## config.mk

```make
export PLATFORM = sky130hd
export DESIGN_NAME = pabm_mux
export DESIGN_NICKNAME = d
export VERILOG_FILES = /design/src/design/pabm_pkg.sv /design/src/design/pabm_sync.sv /design/src/design/pabm_mux.sv
export SDC_FILE = /design/constraint.sdc
export NUM_CORES = 1
export LEC_CHECK = 0
export ABC_CLOCK_PERIOD_IN_PS = 1350
export BUFFER_PORTS_ARGS = -buffer_cell sky130_fd_sc_hd__clkbuf_2
export CORE_AREA = 2 2 65 67
export DETAILED_ROUTE_END_ITERATION = 6
export DIE_AREA = 0 0 67 69
export PLACE_DENSITY = 0.82
export SYNTH_ARGS = -nofsm -noshare
export SYNTH_HDL_FRONTEND = slang
export SYNTH_SLANG_ARGS = --single-unit
```

## constraint.sdc

```tcl
create_clock -name clk -period 1.35 [get_ports clk]
set_input_delay 0.2025 -clock clk [delete_from_list [all_inputs] [get_ports clk]]
set_output_delay 0.2025 -clock clk [all_outputs]
set_load 0.1 [all_outputs]
```

## src/design/pabm_pkg.sv

```systemverilog
// Contract
// Port A: upper pins segments, lower pins commons
// LCD on: segment pins pull-up, driver, input off
// Commons overridden by enable and mux select
// B7 outputs timer2 compare A when direction set
// B6 outputs timer1 compare B when direction set
// B5 outputs timer1 compare A when direction set
// B4 outputs timer0 compare A when direction set
// Port B pins feed pin-change sources 15..8
// Pins B3..B0 carry MISO, MOSI, SCK, SS
// SPI master forces MISO to input
// SPI slave: MISO direction follows its bit
// MOSI input as slave, follows bit as master
// SCK input as slave, follows bit as master
// Forced input keeps pull-up from port bit
// Pull-up follows override or dir/out/global-disable
// Driver follows override value when enabled
// Digital input follows override regardless of sleep
// SS input as slave, active low select
// All overrides combinational, same-cycle change
package pabm_pkg;

  // ==========================================================
  // Pin positions
  localparam int unsigned PABM_PINS = 8;
  localparam int unsigned PABM_SYNC_W = 16;
  localparam int unsigned PABM_FRONT_LO = 4;
  localparam int unsigned PABM_MISO = 3;
  localparam int unsigned PABM_MOSI = 2;
  localparam int unsigned PABM_SCK = 1;
  localparam int unsigned PABM_SS = 0;
  localparam int unsigned PABM_TMR_LO = 4;

  // ==========================================================
  // Values after reset
  localparam logic [1:0] PABM_SYNC_RST = 2'h0;

  // ==========================================================
  // Common line in use when the mux select reaches this index
  localparam logic [1:0] PABM_MUX_BACK1 = 2'h1;
  localparam logic [1:0] PABM_MUX_BACK2 = 2'h2;
  localparam logic [1:0] PABM_MUX_BACK3 = 2'h3;

endpackage : pabm_pkg

```

## src/design/pabm_sync.sv

```systemverilog
// ==========================================================
// Two-stage synchroniser, one per pad input bit
module pabm_sync
(
  input wire logic clk,
  input wire logic rst,
  input wire logic [pabm_pkg::PABM_SYNC_W-1:0] async_in,
  output logic [pabm_pkg::PABM_SYNC_W-1:0] sync_out
);

  genvar gi;
  generate
    for (gi = 0; gi < pabm_pkg::PABM_SYNC_W; gi++)
    begin : g_bit
      logic [1:0] stage_reg;
      logic [1:0] stage_next;

      // Shift in; first stage read only by the second
      always_comb
      begin
        stage_next = {stage_reg[0], async_in[gi]};
      end

      always_ff @(posedge clk or posedge rst)
      begin
        if (rst)
        begin
          stage_reg <= pabm_pkg::PABM_SYNC_RST;
        end
        else
        begin
          stage_reg <= stage_next;
        end
      end

      assign sync_out[gi] = stage_reg[1];
    end
  endgenerate

endmodule : pabm_sync

```

## src/design/pabm_mux.sv

```systemverilog
// ==========================================================
// Port A / port B alternate function override and resolve
module pabm_mux
(
  input wire logic clk,
  input wire logic rst,
  input wire logic lcd_enable,
  input wire logic [1:0] lcd_mux_select,
  input wire logic [3:0] lcd_segment_drive,
  input wire logic [3:0] lcd_common_drive,
  input wire logic [7:0] porta_dir,
  input wire logic [7:0] porta_out,
  input wire logic [7:0] portb_dir,
  input wire logic [7:0] portb_out,
  input wire logic pullup_global_disable,
  input wire logic sleep_clamp,
  input wire logic spi_enable,
  input wire logic spi_master,
  input wire logic spi_master_data_out,
  input wire logic spi_slave_data_out,
  input wire logic spi_sck_out,
  input wire logic [3:0] timer_compare_enable,
  input wire logic [3:0] timer_compare_out,
  input wire logic pin_change_group_enable,
  input wire logic [7:0] pin_change_mask,
  input wire logic [7:0] porta_pad_in,
  input wire logic [7:0] portb_pad_in,
  output logic [7:0] porta_pad_oe,
  output logic [7:0] porta_pad_out,
  output logic [7:0] porta_pullup,
  output logic [7:0] porta_input_enable,
  output logic [7:0] porta_analog_pad_link,
  output logic [7:0] portb_pad_oe,
  output logic [7:0] portb_pad_out,
  output logic [7:0] portb_pullup,
  output logic [7:0] portb_input_enable,
  output logic [7:0] pin_change_source,
  output logic spi_miso_in,
  output logic spi_mosi_in,
  output logic spi_sck_in,
  output logic spi_slave_select_active
);

  // ==========================================================
  // Override signals per pin
  logic [7:0] a_pu_ovr_en;
  logic [7:0] a_dir_ovr_en;
  logic [7:0] a_in_ovr_en;
  logic [7:0] b_pu_ovr_en;
  logic [7:0] b_pu_ovr_val;
  logic [7:0] b_dir_ovr_en;
  logic [7:0] b_val_ovr_en;
  logic [7:0] b_val_ovr_val;
  logic [7:0] b_in_ovr_en;
  logic [3:0] back_used;
  logic spi_as_master;
  logic spi_as_slave;
  logic [15:0] pad_sync;
  logic [7:0] b_alt_digital_input;

  // Commons beyond the mux duty stay plain I/O
  always_comb
  begin
    back_used[0] = 1'b1;
    back_used[1] = lcd_mux_select >= pabm_pkg::PABM_MUX_BACK1;
    back_used[2] = lcd_mux_select >= pabm_pkg::PABM_MUX_BACK2;
    back_used[3] = lcd_mux_select == pabm_pkg::PABM_MUX_BACK3;
  end

  // Port A: all LCD overrides, values zero
  always_comb
  begin
    a_pu_ovr_en[7:4] = {4{lcd_enable}};
    a_pu_ovr_en[3:0] = {4{lcd_enable}} & back_used;
    a_dir_ovr_en = a_pu_ovr_en;
    a_in_ovr_en = a_pu_ovr_en;
    porta_analog_pad_link = {lcd_segment_drive, lcd_common_drive};
  end

  // Port B: SPI direction forcing by role
  always_comb
  begin
    spi_as_master = spi_enable & spi_master;
    spi_as_slave = spi_enable & ~spi_master;
    b_dir_ovr_en = '0;
    b_dir_ovr_en[pabm_pkg::PABM_MISO] = spi_as_master;
    b_dir_ovr_en[pabm_pkg::PABM_MOSI] = spi_as_slave;
    b_dir_ovr_en[pabm_pkg::PABM_SCK] = spi_as_slave;
    b_dir_ovr_en[pabm_pkg::PABM_SS] = spi_as_slave;
    b_pu_ovr_en = b_dir_ovr_en;
    // Forced input still honours the port bit for its pull-up
    b_pu_ovr_val = portb_out & {8{~pullup_global_disable}};
    b_val_ovr_en = '0;
    b_val_ovr_val = '0;
    b_val_ovr_en[7:4] = timer_compare_enable;
    b_val_ovr_val[7:4] = timer_compare_out;
    b_val_ovr_en[pabm_pkg::PABM_MISO] = spi_as_slave;
    b_val_ovr_val[pabm_pkg::PABM_MISO] = spi_slave_data_out;
    b_val_ovr_en[pabm_pkg::PABM_MOSI] = spi_as_master;
    b_val_ovr_val[pabm_pkg::PABM_MOSI] = spi_master_data_out;
    b_val_ovr_en[pabm_pkg::PABM_SCK] = spi_as_master;
    b_val_ovr_val[pabm_pkg::PABM_SCK] = spi_sck_out;
    b_in_ovr_en = pin_change_mask & {8{pin_change_group_enable}};
  end

  // ==========================================================
  // Generic resolve; no registers so a mode change acts at once
  genvar gi;
  generate
    for (gi = 0; gi < pabm_pkg::PABM_PINS; gi++)
    begin : g_pin
      always_comb
      begin
        // Port A overrides carry zero values
        porta_pullup[gi] = a_pu_ovr_en[gi] ? 1'b0
          : (~porta_dir[gi] & porta_out[gi] & ~pullup_global_disable);
        porta_pad_oe[gi] = a_dir_ovr_en[gi] ? 1'b0 : porta_dir[gi];
        porta_pad_out[gi] = porta_out[gi];
        porta_input_enable[gi] = a_in_ovr_en[gi] ? 1'b0 : ~sleep_clamp;
        portb_pullup[gi] = b_pu_ovr_en[gi] ? b_pu_ovr_val[gi]
          : (~portb_dir[gi] & portb_out[gi] & ~pullup_global_disable);
        portb_pad_oe[gi] = b_dir_ovr_en[gi] ? 1'b0 : portb_dir[gi];
        // Timer value only reaches the pad when direction is output
        portb_pad_out[gi] = b_val_ovr_en[gi] ? b_val_ovr_val[gi] : portb_out[gi];
        portb_input_enable[gi] = b_in_ovr_en[gi] ? 1'b1 : ~sleep_clamp;
      end
    end
  endgenerate

  // ==========================================================
  // Pad inputs come from outside the clock domain
  pabm_sync u_sync
  (
    .clk(clk),
    .rst(rst),
    .async_in({portb_pad_in, porta_pad_in}),
    .sync_out(pad_sync)
  );

  // Clamped inputs read as zero
  always_comb
  begin
    b_alt_digital_input = pad_sync[15:8] & portb_input_enable;
    pin_change_source = b_alt_digital_input;
    spi_miso_in = b_alt_digital_input[pabm_pkg::PABM_MISO];
    spi_mosi_in = b_alt_digital_input[pabm_pkg::PABM_MOSI];
    spi_sck_in = b_alt_digital_input[pabm_pkg::PABM_SCK];
    spi_slave_select_active = spi_as_slave & ~b_alt_digital_input[pabm_pkg::PABM_SS];
  end
endmodule : pabm_mux

```

* After elaboration in Yosys (flattened, before gate mapping)
Index checks and enable logic that the tools add are counted.
Cells by class: order comparisons 2, eq/ne operators 1, multiplexer cells 44, bitwise gates (word level) 59
Operators with widths (count):
- 1-bit two-way mux | 44
- 1-bit bitwise AND | 35
- 1-bit inverter | 20
- 8-bit bitwise AND | 2
- 4-bit bitwise AND | 2
- 2-bit == test, second input constant | 1
- 2-bit by 1-bit >= comparator with 1-bit output, second input constant | 1
- 2-bit >= comparator, second input constant | 1
Storage, ports and cells: flip-flop bits (word level) 16, input bits 85, logic and storage cells 114

* Depth between registers and ports, before layout
depth in word-level cells 5, depth in mapped cells 4

* By module
From an unflattened synthesis, not the netlist that was laid out.
Unflattened totals: cell total of the unflattened synthesis 154, area, all modules 1667.8 sq um
By module, submodules not included:
- pabm_sync | instances 1, cells each 49, area each 924.6 sq um, seq. area each 800.8 sq um
- pabm_mux | instances 1, cells each 105, area each 743.2 sq um, seq. area each 0.0 sq um

* Least setup slack after synthesis
No wires, ideal clock.
path type input-to-output, start input lcd_mux_select[1], end output porta_pullup[2], arrival 4.913 ns, data required time 1.148 ns, setup slack -3.765 ns, stages 1, path buffers 0, path through a2111oi_0
Between the ends: longest elaborated chain between the ends 3
RTL lines:
- from (decl) | RTL line pabm_mux.sv:8 | input wire logic [1:0] lcd_mux_select,
- 2-bit >= comparator | RTL line pabm_mux.sv:66 | back_used[2] = lcd_mux_select >= pabm_pkg::PABM_MUX_BACK2;
- 4-bit bitwise AND | RTL line pabm_mux.sv:74 | a_pu_ovr_en[3:0] = {4{lcd_enable}} & back_used;
- 1-bit two-way mux | RTL line pabm_mux.sv:115 | porta_pullup[gi] = a_pu_ovr_en[gi] ? 1'b0
- to (decl) | RTL line pabm_mux.sv:30 | output logic [7:0] porta_pullup,
Every way passes these cells.

* Worst setup path in the final report
start input lcd_mux_select[1], end output porta_pullup[3]
Between the ends: longest elaborated chain between the ends 3
RTL lines:
- 2-bit == test | RTL line pabm_mux.sv:67 | back_used[3] = lcd_mux_select == pabm_pkg::PABM_MUX_BACK3;
- 4-bit bitwise AND | RTL line pabm_mux.sv:74
- 1-bit two-way mux | RTL line pabm_mux.sv:115
Every way passes these cells.

==> parameters.txt <==
Parameter                              Value

GRT
  Leftover overflow at the end of global routing ... 0
  Number of global-route vias before repair ... 1651
  Maximum number of pins on one net before global-route repair ... 17
  Initial antenna violation count ... 0
  Global routing usage summed across all routing layers ... 26.05%
  Wire length of the first global-routing pass ... 8.949 mm

Yosys
  Number of storage elements in the synthesis netlist ... 16
  Dominant cell type by area after synthesis ... dfrtp_1
  Top cells by count, synth ... 30 x buf_4, 16 x dfrtp_1, 15 x nand2_1
  EDFF count, synth ... 0
  Gate count after technology mapping ... 122
  Sequential fraction of the synthesis area ... 34.90%
  Share of flip-flops with an asynchronous set or reset after synthesis ... 100.0%
  Cell types occupying the most area after synthesis ... dfrtp_1 35%, buf_4 20%, a21boi_0 5.9%
  Mapped cell area ... 1147 sq um
  Post-synth net total ... 207
  Proportion of netlist area held by the largest area contributor ... 34.90%
  Count of different cell masters after synthesis ... 23
  Total number of yosys warnings ... 0
  Post-Syn Area per Cell ... 9.405 sq um
  Cell with the most instances after synthesis ... buf_4
  Primary FF master, synth ... dfrtp_1

Timing
  Share of the clock period used by the worst path ... 97.37%
  Worst hold slack after final layout ... -0.005517 ns
  Setup repair after global routing missed its margin ... no
  Fin Clk Skew ... 0.001525 ns
  Post-layout min period ... 1.314 ns
  Number of setup violations in the final report ... 0
  Worst slew margin relative to its limit ... 61.77%
  Total negative slack for setup checks ... 0 ns
  Final Slew Violations ... 0
  Maximum operating frequency ... 760.8 MHz
  Final Hold Viols ... 16
  Measured slew at the worst slew-check pin ... 0.5728 ns

Critical path
  Worst-path maximum fanout ... 4
  Endpoint kind of the worst setup timing path ... output port
  Setup crit start kind ... input pin
  Setup Crit Path Kind ... input pin to output port
  Crit path DAT ... 1.11 ns
  Req. time, crit path ... 1.15 ns

Route
  Average via count per standard cell ... 4.679
  DRT Wirelength ... 5.686 mm
  Number of detailed-route iterations in the first pass ... 3
  DRC violations left ... 0
  Number of nets still failing antenna checks after routing ... 0
  Detail-routed net length per standard cell ... 19.41 microns
  DRC marker count from the first detailed-route iteration ... 46
  Vias after detailed routing ... 1371

Clock tree
  Number of setup buffers added after CTS ... 0
  Cts bufs inserted ... 3
  Hold_buf cts ... 0
  Clock tree from TritonCTS ... built
  Maximum number of buffers from clock root to sink ... 2
  Total number of H-tree levels ... 1
  Worst-Skew Late Latency ... 0.26 ns
  Root buffer selected by CTS ... clkbuf_8
  Clock-pin slew reported for the worst setup and hold paths after clock tree synthesis ... 0.06 ns
  Clock tree sinks ... 16

Floorplan
  Standard cell core area ... 3914 sq um
  Horizontal die dimension ... 67 microns
  Initial core utilization ... 29.32%
  Die footprint ... 4623 sq um
  Die height ... 69 microns
  I/O pin count ... 169
  Count of standard-cell rows ... 23

Power and ir drop
  Switching portion of total power ... 50.84%
  Leak ... 1.524 nW
  Maximum resistive drop on vdd ... 0.001064 V
  Total chip power ... 2.869 mW
  P_sw ... 1.459 mW
  Cell internal pwr ... 1.410 mW
  Comb power frac ... 67.2%
  Flop pwr share ... 17.9%
  Clock share of power ... 14.9%
  Power density relative to cell area ... 898.5 nW/um^2

Place
  Final RePlAce weighted congestion ... 0.7364
  Count of buffers inserted at the top-level ports ... 144
  Placed instance area ... 3131 sq um
  HPWL after detailed placement ... 5.008 mm

Run status
  Outcome ... finished with violations
  Failing checks ... negative hold slack

Final layout
  Share of the core filled with cells ... 81.59%
  Total of fill cells in the finished design ... 222
  Growth of design area from synthesis to finish ... 178.3%
  Proportion of layout cells with a drive suffix above 1 ... 85.19%
  Count of antenna diodes in the layout ... 0
  Net count reported at finish ... 329
  Max reg flops ... 16
  Design Area, Final ... 3193 sq um

Run
  Max-cap violation count ... 0

Min path
  Class of the worst hold path ... input pin to asynchronous set/reset pin
kinds of logic after synthesis:
group | Yosys count | share of synthesized area [%]
flops | 16 | 34.90
buf+inv | 36 | 23.12
compound gates | 17 | 10.36
simple gates | 46 | 24.43
mux | 7 | 7.197
layout make-up:
class                           count  area, sq um  area share, %
Multi-Input combinational cell     70        893.4          27.98
Timing Repair Buffer              151         1774          55.56
Tap cell                           50        62.56          1.959
Clock buffer                        4        55.05          1.724
Inverter                            2        7.507         0.2351
Sequential cell                    16        400.4          12.54
repair_timing:
item	in CTS	in global routing
gates resized for setup	0	2
endpoints found under the setup margin	0	1
endpoints found under the hold margin	0	0
critical path, stage by stage:
cell and delay, ns:
clkbuf_2 0.14, and3_1 0.26, nor4b_4 0.28, buf_12 0.21
final timing paths:
path | slack, ns | startpoint | to | depth (start not counted)
setup reg to reg | 0.86 | u_sync.g_bit[14].stage_reg[0] | u_sync.g_bit[14].stage_reg[1] | 0
hold / removal | -0.006 | rst | u_sync.g_bit[13].stage_reg[1] | 2
max in group asynchronous | 0.98 | rst | u_sync.g_bit[12].stage_reg[0] | 2
min in group clk | 0.05 | portb_pad_in[5] | u_sync.g_bit[13].stage_reg[0] | 1
setup / recovery | 0.04 | lcd_mux_select[1] | porta_pullup[3] | 4
hold reg to reg | 0.35 | u_sync.g_bit[9].stage_reg[0] | u_sync.g_bit[9].stage_reg[1] | 0
power groups by stage:
| stage | clock [mW] | sequential (mW) | combinational (mW) |
|---|---|---|---|
| final | 0.428 | 0.514 | 1.93 |
| after global placement | 0 | 0.520 | 1.89 |
| after detailed placement | 0 | 0.522 | 1.93 |
| after floorplan | 0 | 0.518 | 1.41 |
| after CTS | 0.440 | 0.514 | 1.94 |
| after global routing | 0.457 | 0.515 | 1.98 |
per-stage QoR:
stage / hold WS [ns] / setup WS (ns) / cells
3_3_place_gp: 0.2546 / 0.06391 / 289
4_1_cts: 0.01627 / 0.03605 / 293
6_report: -0.005517 / 0.03554 / 293
3_5_place_dp: 0.2773 / 0.03683 / 289
2_1_floorplan: 0.1162 / -0.3437 / 122
5_1_grt: 0.04252 / 0.0002961 / 293
metal layers:
layer	GRT usage [%]	up-vias	wire length (microns)
met4	12.02	0	212
met5	0	-	0
met3	8.972	18	593
met2	50.94	99	3288
met1	22.07	635	1591
li1	-	619	-
cell usage in the layout (no fill, tap or decap), types with 2 or more instances in the layout:
master and instances:
mux2_2 6, inv_1 2, nand2_4 3, nor2_2 2
and2b_1 2, clkbuf_8 4, dfrtp_1 16, clkbuf_2 69
buf_4 17, nor4b_4 7, and2_2 3, a21boi_4 9
nand2b_1 3, a21oi_4 5, nor2b_4 2, nor2b_2 3
nor3b_4 5, buf_12 65, nand2_1 12
Power figures use the tool's default switching activity.
